**config.mk**
```make
export PLATFORM = sky130hd
export DESIGN_NAME = bsl_boot_strap_latch
export DESIGN_NICKNAME = d
export VERILOG_FILES = /design/src/bsl_pkg.sv /design/src/bsl_sync.sv /design/src/bsl_boot_strap_latch.sv
export VERILOG_INCLUDE_DIRS = /design/src
export SDC_FILE = /design/constraint.sdc
export NUM_CORES = 1
export LEC_CHECK = 0
export ABC_AREA = 1
export BUFFER_PORTS_ARGS = -buffer_cell sky130_fd_sc_hd__buf_2
export CAP_MARGIN = 0
export CORE_UTILIZATION = 49
export CTS_BUF_LIST = sky130_fd_sc_hd__clkbuf_8 sky130_fd_sc_hd__clkbuf_16
export DETAILED_ROUTE_END_ITERATION = 12
export GPL_TIMING_DRIVEN = 0
export HOLD_SLACK_MARGIN = 0.05
export PLACE_DENSITY = 0.83
export RECOVER_POWER = 50
export SLEW_MARGIN = 5
export SYNTH_ARGS = -nofsm -noshare
export SYNTH_HDL_FRONTEND = slang
export SYNTH_SLANG_ARGS = --single-unit
```
**constraint.sdc**
```tcl
create_clock -name clk_sys_i -period 1.5 [get_ports clk_sys_i]
set_input_delay 0.15 -clock clk_sys_i [delete_from_list [all_inputs] [get_ports clk_sys_i]]
set_output_delay 0.15 -clock clk_sys_i [all_outputs]
set_load 0.02 [all_outputs]
```
**src/bsl_regs.svh**
```systemverilog
// Constants for the boot strap latch decoder
`ifndef BSL_REGS_SVH
`define BSL_REGS_SVH
`define BSL_NUM_STRAPS     18
`define BSL_ORDER_BIT      0
`define BSL_SRC_LSB        1
`define BSL_SRC_MSB        4
`define BSL_OPT_LSB        5
`define BSL_OPT_MSB        10
`define BSL_REF_LSB        11
`define BSL_REF_MSB        13
`define BSL_ROLE_LSB       14
`define BSL_ROLE_MSB       15
`define BSL_PCIE_ON_BIT    16
`define BSL_SPARE_BIT      17
`define BSL_STRAP_RST      18'h00000
`define BSL_ROLE_RSVD      2'h3
`endif

```
**src/bsl_pkg.sv**
```systemverilog
// Types for the boot strap latch decoder
package bsl_pkg;
   typedef enum logic [3:0] {
      BSL_SRC_SLEEP    = 4'h0,
      BSL_SRC_SRIO     = 4'h1,
      BSL_SRC_ETH      = 4'h2,
      BSL_SRC_NAND     = 4'h3,
      BSL_SRC_PCIE     = 4'h4,
      BSL_SRC_I2C_MST  = 4'h5,
      BSL_SRC_I2C_SLV  = 4'h6,
      BSL_SRC_SPI      = 4'h7,
      BSL_SRC_CHIPLINK = 4'h8,
      BSL_SRC_UART     = 4'h9,
      BSL_SRC_INVALID  = 4'hf
   } bsl_src_t;

   typedef enum logic [1:0] {
      BSL_ROLE_EP     = 2'h0,
      BSL_ROLE_LEG_EP = 2'h1,
      BSL_ROLE_RC     = 2'h2,
      BSL_ROLE_RSVD   = 2'h3
   } bsl_role_t;

   // Idle in reset, let the synchroniser refill, capture once, then hold
   typedef enum logic [1:0] {
      BSL_ST_RESET   = 2'h0,
      BSL_ST_SETTLE  = 2'h1,
      BSL_ST_CAPTURE = 2'h3,
      BSL_ST_HOLD    = 2'h2
   } bsl_state_t;
endpackage : bsl_pkg

```
**src/bsl_sync.sv**
```systemverilog
// Two flip-flop synchroniser for one strap pin
`timescale 1ns/1ps
module bsl_sync (
   // Clock and reset
   input  wire logic clk_sys_i,
   input  wire logic srst_i,
   // Pin and result
   input  wire logic pin_i,
   output logic      pin_o
);
   logic meta_q;
   logic sync_q;

   always_ff @(posedge clk_sys_i)
   begin
      if (srst_i)
      begin
         meta_q <= 1'b0;
         sync_q <= 1'b0;
      end
      else
      begin
         meta_q <= pin_i;
         sync_q <= meta_q;
      end
   end

   assign pin_o = sync_q;
endmodule : bsl_sync

```
**src/bsl_boot_strap_latch.sv**
```systemverilog
// Boot strap latch and decoder
// Function
// All 18 straps are captured once, on reset release, never otherwise.
// Any reset cause reaching srst_i triggers a capture on release.
// Byte order bit: 0 big endian, 1 little endian.
// Four-bit boot source field decoded to one of ten sources.
// Six-bit option field latched with source, meaning depends on source.
// Three-bit field gives reference clock frequency, in kHz.
// Two-bit PCIe role: endpoint, legacy endpoint, root complex; 11 reserved.
// PCIe subsystem bit: 0 disabled, 1 enabled.
// Latched values hold until the next reset release; the code clears them while srst_i is high.
`timescale 1ns/1ps
`include "bsl_regs.svh"
module bsl_boot_strap_latch (
   // Clock and reset
   input  wire logic                          clk_sys_i,
   input  wire logic                          srst_i,
   // Board switches
   input  wire logic [`BSL_NUM_STRAPS-1:0]   strap_i,
   // Decoded configuration
   output logic                               cfg_valid_o,
   output logic                               byte_order_select_o,
   output logic                               little_endian_o,
   output bsl_pkg::bsl_src_t                  boot_src_o,
   output logic [3:0]                         boot_src_raw_o,
   output logic [5:0]                         boot_opt_o,
   output logic [2:0]                         ref_clk_sel_o,
   output logic [18:0]                        ref_clk_khz_o,
   output bsl_pkg::bsl_role_t                 pcie_role_select_o,
   output logic                               pcie_role_rsvd_o,
   output logic                               pcie_subsystem_on_o
);
   typedef struct packed {
      bsl_pkg::bsl_state_t         st;
      logic                        valid;
      logic [`BSL_NUM_STRAPS-1:0]  raw;
      bsl_pkg::bsl_src_t           src;
      logic [18:0]                 khz;
      logic                        role_rsvd;
   } bsl_state_s_t;

   bsl_state_s_t                 s_q;
   bsl_state_s_t                 s_d;
   logic [`BSL_NUM_STRAPS-1:0]   strap_sync;

   // Pins are asynchronous to the core clock
   genvar g;
   generate
      for (g = 0; g < `BSL_NUM_STRAPS; g++)
      begin : g_sync
         bsl_sync u_sync (
            .clk_sys_i (clk_sys_i),
            .srst_i    (srst_i),
            .pin_i     (strap_i[g]),
            .pin_o     (strap_sync[g])
         );
      end
   endgenerate

   function automatic bsl_pkg::bsl_src_t dec_src(input logic [3:0] f);
      bsl_pkg::bsl_src_t r;
      r = bsl_pkg::BSL_SRC_INVALID;
      // Exact codes only; 4'ha and 4'he repeat ETH and SPI, 4'hd selects I2C master
      case (f)
         4'h0: r = bsl_pkg::BSL_SRC_SLEEP;
         4'h1: r = bsl_pkg::BSL_SRC_SRIO;
         4'h2: r = bsl_pkg::BSL_SRC_ETH;
         4'ha: r = bsl_pkg::BSL_SRC_ETH;
         4'h3: r = bsl_pkg::BSL_SRC_NAND;
         4'h4: r = bsl_pkg::BSL_SRC_PCIE;
         4'h5: r = bsl_pkg::BSL_SRC_I2C_SLV;
         4'hd: r = bsl_pkg::BSL_SRC_I2C_MST;
         4'h6: r = bsl_pkg::BSL_SRC_SPI;
         4'he: r = bsl_pkg::BSL_SRC_SPI;
         4'h7: r = bsl_pkg::BSL_SRC_CHIPLINK;
         4'h8: r = bsl_pkg::BSL_SRC_UART;
         default: r = bsl_pkg::BSL_SRC_INVALID;
      endcase
      return r;
   endfunction : dec_src

   function automatic logic [18:0] dec_khz(input logic [2:0] f);
      logic [18:0] r;
      r = 19'h00000;
      // Rounded to the nearest kHz
      case (f)
         3'h0: r = 19'd50000;
         3'h1: r = 19'd66670;
         3'h2: r = 19'd80000;
         3'h3: r = 19'd100000;
         3'h4: r = 19'd156250;
         3'h5: r = 19'd250000;
         3'h6: r = 19'd312500;
         default: r = 19'd122880;
      endcase
      return r;
   endfunction : dec_khz

   always_comb
   begin
      s_d = s_q;
      case (s_q.st)
         bsl_pkg::BSL_ST_RESET:
         begin
            s_d.st = bsl_pkg::BSL_ST_SETTLE;
         end
         bsl_pkg::BSL_ST_SETTLE:
         begin
            // Synchroniser was cleared by reset; its second stage refills now
            s_d.st = bsl_pkg::BSL_ST_CAPTURE;
         end
         bsl_pkg::BSL_ST_CAPTURE:
         begin
            // Synchroniser now holds pins from the release edge
            s_d.raw   = strap_sync;
            s_d.src   = dec_src(strap_sync[`BSL_SRC_MSB:`BSL_SRC_LSB]);
            s_d.khz   = dec_khz(strap_sync[`BSL_REF_MSB:`BSL_REF_LSB]);
            s_d.role_rsvd = (strap_sync[`BSL_ROLE_MSB:`BSL_ROLE_LSB]
                             == `BSL_ROLE_RSVD);
            s_d.valid = 1'b1;
            s_d.st    = bsl_pkg::BSL_ST_HOLD;
         end
         bsl_pkg::BSL_ST_HOLD:
         begin
            s_d.st = bsl_pkg::BSL_ST_HOLD;
         end
         default:
         begin
            s_d.st = bsl_pkg::BSL_ST_HOLD;
         end
      endcase
   end

   always_ff @(posedge clk_sys_i)
   begin
      if (srst_i)
      begin
         // State, valid and every captured field clear; old values would be stale anyway
         s_q.st        <= bsl_pkg::BSL_ST_RESET;
         s_q.valid     <= 1'b0;
         s_q.raw       <= `BSL_STRAP_RST;
         s_q.src       <= bsl_pkg::BSL_SRC_SLEEP;
         s_q.khz       <= 19'h00000;
         s_q.role_rsvd <= 1'b0;
      end
      else
      begin
         s_q <= s_d;
      end
   end

   always_ff @(posedge clk_sys_i)
   begin
      if (srst_i)
      begin
         cfg_valid_o         <= 1'b0;
         byte_order_select_o <= 1'b0;
         little_endian_o     <= 1'b0;
         boot_src_o          <= bsl_pkg::BSL_SRC_SLEEP;
         boot_src_raw_o      <= 4'h0;
         boot_opt_o          <= 6'h00;
         ref_clk_sel_o       <= 3'h0;
         ref_clk_khz_o       <= 19'h00000;
         pcie_role_select_o  <= bsl_pkg::BSL_ROLE_EP;
         pcie_role_rsvd_o    <= 1'b0;
         pcie_subsystem_on_o <= 1'b0;
      end
      else
      begin
         cfg_valid_o         <= s_q.valid;
         byte_order_select_o <= s_q.raw[`BSL_ORDER_BIT];
         little_endian_o     <= s_q.valid & s_q.raw[`BSL_ORDER_BIT];
         boot_src_o          <= s_q.src;
         boot_src_raw_o      <= s_q.raw[`BSL_SRC_MSB:`BSL_SRC_LSB];
         boot_opt_o          <= s_q.raw[`BSL_OPT_MSB:`BSL_OPT_LSB];
         ref_clk_sel_o       <= s_q.raw[`BSL_REF_MSB:`BSL_REF_LSB];
         ref_clk_khz_o       <= s_q.khz;
         pcie_role_select_o  <= bsl_pkg::bsl_role_t'(
                                s_q.raw[`BSL_ROLE_MSB:`BSL_ROLE_LSB]);
         pcie_role_rsvd_o    <= s_q.role_rsvd;
         // Disabled until a valid capture exists
         pcie_subsystem_on_o <= s_q.valid
                                & s_q.raw[`BSL_PCIE_ON_BIT];
      end
   end
endmodule : bsl_boot_strap_latch

```
== Word level (Yosys, flattened, before mapping) ==
Memories as Yosys holds them, arrays and structs flattened. A register that Yosys moved wholly into a read port is not among the register bits.
Index checks and enable logic that the tools add are counted.
Word-level totals
  memories kept: 1
  memory bits (read-only): 64
  bits of input ports: 20
  logic and storage cells: 68
  register bits after elaboration: 117
Operators by class
  reductions and logical operators: 3
  muxes and demuxes: 2
  bitwise logic cells: 2
  equal/unequal tests: 10
Memory list
  (no name shown): depth 16, bits a word 4, read ports 1, clocked after memory_dff 1, wr ports 0, RTL line bsl_boot_strap_latch.sv:64  | case (f)
Operator list (number)
  $pmux 19 s7: 1
  $eq 3x3->1 const B: 3
  $eq 2x2->1 const B: 3
  $eq 3x2->1 const B: 2
  $pmux 2 s3: 1
  $eq 3x1->1 const B: 1
  $logic_not 3->1: 1
  $and 1x1->1: 2
  $eq 2x1->1 const B: 1
  $logic_not 2->1: 1
  $reduce_or 2->1: 1

== Longest topological paths before layout ==
Gate-level depths: netlist (run 1).
  depth in word-level cells: 3
  gate-level depth with buffers: 7
  gate-level depth less buffers: 7

== Hierarchy ==
From an unflattened synthesis (run 1), not the netlist that was laid out.
Unflattened totals
  cell total of the unflattened synthesis: 426
  area, all modules: 3744.8 µm²
Modules (own cells, without submodules)
  bsl_boot_strap_latch: seq. area each 1621.6 µm², area each 2808.9 µm², instances 1, cells an instance 324
  bsl_sync: seq. area each 40.0 µm², area each 55.1 µm², instances 17, cells an instance 6

== Worst setup path after synthesis (run 1) ==
Ideal clock, no wire load.
  path type: flip-flop to flip-flop
  start point: register g_sync[11].u_sync.sync_q
  end point: register s_q[16] in the netlist's numbering
  required time: 1385 ps
  path slack: 127 ps
  arrival: 1257 ps
  cell stages (with the launch flop): 6
  setup time: 115 ps
  cell sequence: dfxtp_1 -> clkinv_1 -> fa_1 -> nand3_1 -> o21ai_0 -> inv_1
Between the ends
  longest elaborated chain between the ends: 2
Ends and longest elaborated chain
  start, declared: RTL line bsl_sync.sv:12  | logic sync_q;
  start signal, assigned: RTL line bsl_sync.sv:24  | sync_q <= meta_q;
  $eq 3x3->1, or another cell as far along: RTL line bsl_boot_strap_latch.sv:86  | case (f)
  $pmux 19 s7 *: RTL line bsl_boot_strap_latch.sv:86
  end, declared: RTL line bsl_boot_strap_latch.sv:42  | bsl_state_s_t s_q;
Every way passes the cells marked *; elsewhere a longest branch is shown, timed or not.
A chain may end at the register's enable or synchronous reset.

== Worst setup path in the final report (run 1) ==
  start point: register s_q[44] in the netlist's numbering
  end point: register, netlist name s_q[23]
Between the ends
  longest elaborated chain between the ends: 1
Ends and longest elaborated chain
  $eq 2x2->1: RTL line bsl_boot_strap_latch.sv:102  | case (s_q.st)
No other way between the ends.

==> results by group, run 1 <==
Outcome
  • Status: finished clean

Route
  • DRT Pass-1 Iters: 5
  • Vias: 2,854
  • Post-DR vias/cell: 4.48
  • Drt total wl: 7.39 mm
  • Starting DRT DRC Count: 129
  • WL per Instance: 11.6 µm
  • Post-DRT Antenna Nets: 0
  • Residual DRC: 0

Floorplanning
  • Chip width: 89.3 µm
  • Initial Util: 0.512
  • Die ar.: 7970 µm²
  • IO Pins: 63
  • Core Box Area: 7290 µm²
  • Die Y: 89.3 µm
  • Core Rows: 31

Placement
  • Port Buffers: 60
  • Post-DP HPWL: 4.62 mm
  • GPL Wtd Cong: 0.801

Logic synthesis
  • Yosys reg bits: 115
  • Mapped Cells: 431
  • Ys async rst share: 0
  • Mapped cell area: 3730 µm²
  • Synth unique cells: 28
  • Leading area contributor after synthesis: dfxtp_1
  • Most frequent cell after synthesis: dfxtp_1
  • Seq/Total Area, Yosys: 0.617
  • Mapped Nets: 458
  • Post-synth EDFFs: 0
  • Synth Flop Type: dfxtp_1
  • Synth warnings: 0
  • Post-synthesis area per instance: 8.66 µm²
  • Post-synth top cells: 115 x dfxtp_1, 88 x nor2_1, 84 x inv_1, 55 x nand2_1, 17 x nand3_1
  • Area contributors post-synth: dfxtp_1 62%, nor2_1 8.9%, inv_1 8.4%
  • Share of the synthesized area in the top cell type: 0.617

STA
  • Worst slew pin tran: 0.514 ns
  • # setup viols final: 0
  • Normalized max-slew margin: 0.657
  • RSZ-0062 raised after global routing: no
  • Final hold violation count: 0
  • Setup TNS after final layout: 0 ns
  • Slew Viols, Final: 0
  • Fmax: 720 MHz
  • Final worst-path cycle share: 0.926
  • Clock Skews: 0.00727 ns
  • Final Critical Period: 1.39 ns

Worst setup path
  • Cell-by-cell trace of the critical path: nand2_1 -> nor2_1 -> buf_6 -> nand3_1 -> nand2_1
  • Crit path max fanout: 10
  • Crit path launch type: flip-flop
  • Max stage delay cell, worst path: dfxtp_1
  • Worst setup EP type: flip-flop
  • Crit path buffers/inverters: 1
  • Critical path's top delay family: simple AND/OR/NAND/NOR gates
  • Worst EP required: 1.95 ns
  • Critical path arrival: 1.84 ns
  • Cell with the most instances on the worst path: nand2_1
  • WS Path Type: flip-flop to flip-flop
  • Max incr delay on CP: 0.39 ns

GRT
  • Vias in the first global route: 2,726
  • Total gr overflow: 0
  • GRT Overall Usage: 0.209
  • Largest net degree at the start of global routing: 17
  • First-pass GRT wire length: 11.8 mm
  • Antenna violations before repair: 0

Clock tree
  • Clock root cell: clkbuf_8
  • Clk slew on worst S/H paths: 0.05 ns
  • CTS tree: built
  • Post-CTS setup buffer count: 0
  • Num CTS Buffers: 17
  • Clock sinks: 115
  • Clock Path Buffers: 2
  • Worst-Skew Late Latency: 0.51 ns
  • H-tree Lvls: 4

Final layout
  • Share of post-route cells with drive strength above 1: 0.195
  • Nets@finish: 555
  • Diode count: 0
  • Layout area overhead: 30.6%
  • Final core occ: 0.668

Worst hold path
  • Class of the tightest hold or removal check: primary input to flip-flop

Flow run
  • Max-cap violations: 0

Power and ir drop
  • Leak Pwr: 0.00237 µW
  • Power Density: 1480 nW/µm²
  • VDD IR max: 0.956 mV
[cell type report]
type | count | area [µm²]
fillers | 593 | 2420
multi-input cells | 210 | 963
repair buffers | 78 | 479
clock buffers | 23 | 497
flip-flops and latches | 115 | 2300
inverters | 87 | 332
well taps | 99 | 124
clock inverters | 6 | 53.8
plain buffers | 19 | 123
[placed cells by master, fill, tap and decap left out, types with 2 or more instances in the layout]
master,Yosys,final
nand2_1,55,56
dlygate4sd3_1,0,18
inv_4,0,2
nor3_1,2,2
clkinv_2,0,4
clkbuf_16,0,16
o22a_1,5,5
clkbuf_8,0,7
buf_6,4,4
o21ai_0,11,12
o31ai_1,2,2
inv_1,84,85
dfxtp_1,115,115
a21oi_1,14,14
ha_1,6,6
clkbuf_1,1,6
buf_4,5,4
nor2_1,88,89
buf_2,8,63
nand3_1,17,17
[path summary, 6_finish.rpt]
| path | startpoint | end | slack [ns] | cells past startpoint |
|---|---|---|---|---|
| setup / recovery | s_q[44] | s_q[23] | 0.11 | 5 |
| hold reg to reg | g_sync[16].u_sync.meta_q | g_sync[16].u_sync.pin_o | 0.40 | 2 |
| setup reg to reg | s_q[44] | s_q[23] | 0.11 | 5 |
| hold / removal | strap_i[14] | g_sync[14].u_sync.meta_q | 0.37 | 4 |
[per-layer routing]
layer | vias up | wire, µm | track usage
met5 | - | 0 | 0
met4 | 0 | 116 | 0.0924
met3 | 12 | 461 | 0.104
met2 | 91 | 3760 | 0.371
met1 | 1287 | 3050 | 0.203
li1 | 1464 | - | -
[tightest hold or removal path: stages]
cell and delay (ns):
dlygate4sd3_1 0.52, buf_2 0.09, inv_1 0.03, nor2_1 0.06
[sequential cells by signal, summed over array words and instances (netlist names), 2 cells and up]
name	count
s_q	41
g_sync.u_sync.meta_q	17
g_sync.u_sync.pin_o	17
ref_clk_khz_o	16
boot_opt_o	6
boot_src_o	4
boot_src_raw_o	4
ref_clk_sel_o	3
pcie_role_select_o	2
[report_power, final]
part / internal [µW] / total [µW] / switching, µW
Clock: 2410 / 3630 / 1230
Combinational: 145 / 371 / 227
Sequential: 3170 / 3210 / 39.6
Total: 5720 / 7210 / 1490
[logic make-up after synthesis]
group           after synthesis  share of synthesized area
compound gates               36                     0.0570
fa+ha+maj                     7                     0.0255
buf+inv                     106                      0.122
flops                       115                      0.617
other cells                   1                    0.00100
simple gates                166                      0.177
[repair_timing]
action	CTS	global route
setup endpoints to repair	1	1
endpoints found under the hold margin	27	0
hold buffers	18	0
gates resized for setup	2	2
[per-stage QoR]
stage	instances	setup WS, ns	hold WS, ns	power [µW]	area (µm²)
after floorplan	431	0.127	0.257	3490	3730
after global placement	590	0.0257	0.354	3590	4160
after detailed placement	590	-0.0102	0.356	3600	4160
after CTS	637	0.0920	0.347	7260	4890
after global routing	637	0.0193	0.359	7480	4870
final	637	0.111	0.373	7210	4870
No activity file was read; power rests on OpenSTA's default activity.
==> inputs of run 2 (changes only) <==
Settings changed: CORE_UTILIZATION 49 to 59, CTS_CLUSTER_DIAMETER set to 60, PLACE_DENSITY 0.83 to not set, PLACE_DENSITY_LB_ADDON set to 0.08.
Clock period 1.5 ns to 1.6 ns, I/O delays scaled along.
==> run 2 against run 1 <==
  * Setup slack got worse by 0.019 ns
  * Global-route usage rose by 5.4 points
  * Non-clock buffer count rose by 2
  * Flip-flop and latch count did not move
  * Fmax fell by 7.9%
  * Register-to-register slack got worse by 0.02 ns
  * Die area fell by 17%
  * First-iteration DRC count rose by 17%
  * Clock power rose by 4%
  * Largest power group unchanged
==> results by group, run 2 (synthesis results as in run 1) <==
Worst setup path
  • R2R Setup Slk: 0.09 ns (-0.02 ns)
  • Worst EP required: 2.00 ns (+0.05 ns)
  • Worst Setup EP: s_q[16]
  • Crit path max fanout: 8 (-2)
  • Crit path launch type: flip-flop
  • WS Path Type: flip-flop to flip-flop
  • FF-to-FF path depth: 5 (unchanged)
  • CP Launch Point: g_sync[12].u_sync.pin_o
  • Reg2reg start: g_sync[12].u_sync.pin_o
  • Critical path arrival: 1.91 ns (+0.07 ns)
  • Reg-to-Reg End: s_q[16]
  • Worst setup EP type: flip-flop

STA
  • # setup viols final: 0 (unchanged)
  • Setup TNS after final layout: 0 ns (unchanged)
  • Normalized max-slew margin: 0.609 (-0.0476)
  • Fmax: 663 MHz (-7.9%)
  • Final Critical Period: 1.51 ns (+0.119 ns)
  • Clock Skews: 0.00572 ns (-0.00154 ns)
  • RSZ-0062 raised after global routing: no
  • Final hold violation count: 0 (unchanged)
  • Worst slew pin tran: 0.586 ns (+0.0715 ns)
  • Slew Viols, Final: 0 (unchanged)
  • Worst setup margin: 0.0920 ns (-0.0192 ns)
  • Final worst-path cycle share: 0.942 (+0.0166)

Floorplanning
  • Core Box Area: 6030 µm² (-17%)
  • Chip width: 81.5 µm (-8.7%)
  • Initial Util: 0.619 (+0.108)
  • IO Pins: 63 (unchanged)
  • Core Rows: 28 (-9.7%)
  • Die ar.: 6650 µm² (-17%)
  • Die Y: 81.5 µm (-8.7%)

Route
  • Drt total wl: 7.44 mm (+0.74%)
  • Post-DR vias/cell: 4.68 (+4.4%)
  • Post-DRT Antenna Nets: 0 (unchanged)
  • Vias: 2,880 (+0.91%)
  • DRT Pass-1 Iters: 4 (-1)
  • WL per Instance: 12.1 µm (+4.2%)
  • Starting DRT DRC Count: 151 (+17%)
  • Residual DRC: 0 (unchanged)

Final layout
  • Layout area overhead: 31.0%
  • Final core occ: 0.811 (+0.143)
  • Diode count: 0 (unchanged)
  • Max reg flops: 41 (unchanged)
  • Nets@finish: 557 (+0.36%)
  • Most frequent cells in the layout: 115 x dfxtp_1, 89 x nor2_1, 85 x inv_1
  • # fillers: 394 (-34%)
  • Commonest non-fill, non-tap cell in the layout: dfxtp_1
  • Share of post-route cells with drive strength above 1: 0.163 (-0.0325)
  • Reg with most FFs: s_q

Clock tree
  • Clock Path Buffers: 2 (unchanged)
  • Worst-Skew Late Latency: 0.51 ns (about the same)
  • Num CTS Buffers: 17 (unchanged)
  • H-tree Lvls: 4 (unchanged)
  • Clock root cell: clkbuf_8
  • Clock sinks: 115 (unchanged)
  • Clk slew on worst S/H paths: 0.05 ns (about the same)
  • CTS tree: built

Power and ir drop
  • Design Power: 7130 µW (-1.1%)
  • Power Density: 1460 nW/µm² (-1.4%)
  • Leak Pwr: 0.00230 µW (-3.0%)
  • VDD IR max: 1.06 mV (+11%)

Flow run
  • Max-cap violations: 0 (unchanged)

GRT
  • GRT Overall Usage: 0.263 (+0.0542)
  • Antenna violations before repair: 0 (unchanged)
  • First-pass GRT wire length: 12.4 mm (+5.6%)
  • Vias in the first global route: 2,720 (-0.22%)
  • Total gr overflow: 0 (unchanged)
  • Largest net degree at the start of global routing: 17 (unchanged)

Placement
  • Port Buffers: 60 (unchanged)
  • Pre-CTS WS: 0.0938 ns (+0.104 ns)
  • GPL Wtd Cong: 0.810 (+1.0%)
  • Post-DP HPWL: 4.46 mm (-3.5%)

Worst hold path
  • HP Start: strap_i[6]
  • Class of the tightest hold or removal check: primary input to flip-flop

Outcome
  • Status: finished clean
==> run 2: stage by stage <==
step                      hold slack (ns)  area [µm²]  std cells
final                               0.393        4890        616
after global routing                0.402        4890        616
after CTS                           0.370        4910        614
after detailed placement            0.365        4130        566
after global placement              0.357        4130        566
after floorplan                     0.267        3730        431
==> run 2: power by group <==
group / switching (µW) / internal [µW]
clock network: 1200 / 2570
registers: 34.4 / 2970
logic: 219 / 135
==> run 2: how the worst min path moves through the flow <==
stage,slack (ns),endpoint,cells after the start
floorplan,0.27,g_sync[0].u_sync.meta_q,2
global placement,0.36,g_sync[6].u_sync.meta_q,3
detailed placement,0.36,g_sync[9].u_sync.meta_q,3
CTS,0.37,g_sync[9].u_sync.meta_q,4
global route,0.40,g_sync[5].u_sync.meta_q,4
finish,0.39,g_sync[6].u_sync.meta_q,4
==> run 2: layout make-up <==
| class | instances | area, µm² | area share |
|---|---|---|---|
| buffer | 19 | 121 | 0.0248 |
| clock buffer | 19 | 442 | 0.0904 |
| clock inverter | 11 | 161 | 0.0330 |
| inverter | 87 | 334 | 0.0683 |
| multi-input combinational | 210 | 963 | 0.197 |
| sequential | 115 | 2300 | 0.471 |
| tap | 75 | 93.8 | 0.0192 |
| timing repair buffer | 80 | 470 | 0.0962 |
==> run 2: timing repair <==
action                                  4_1_cts  5_1_grt
endpoints found under the setup margin        0        1
setup buffers                                 0        2
resized for setup                             0        2
hold buffers                                 18        0
hold endpoints to repair                     19        0
==> run 2: layer usage <==
layer / up-vias / wire [µm] / global-route usage
li1: 1482 / - / -
met1: 1295 / 3240 / 0.295
met2: 92 / 3670 / 0.432
met3: 11 / 396 / 0.0911
met4: 0 / 133 / 0.150
met5: - / 0 / 0
==> run 2: critical path, stage by stage, from the launching register on <==
cell and delay (ns):
dfxtp_1 0.43, clkinvlp_4 0.22, fa_1 0.53, nand3_1 0.07, o21ai_0 0.09, inv_1 0.05
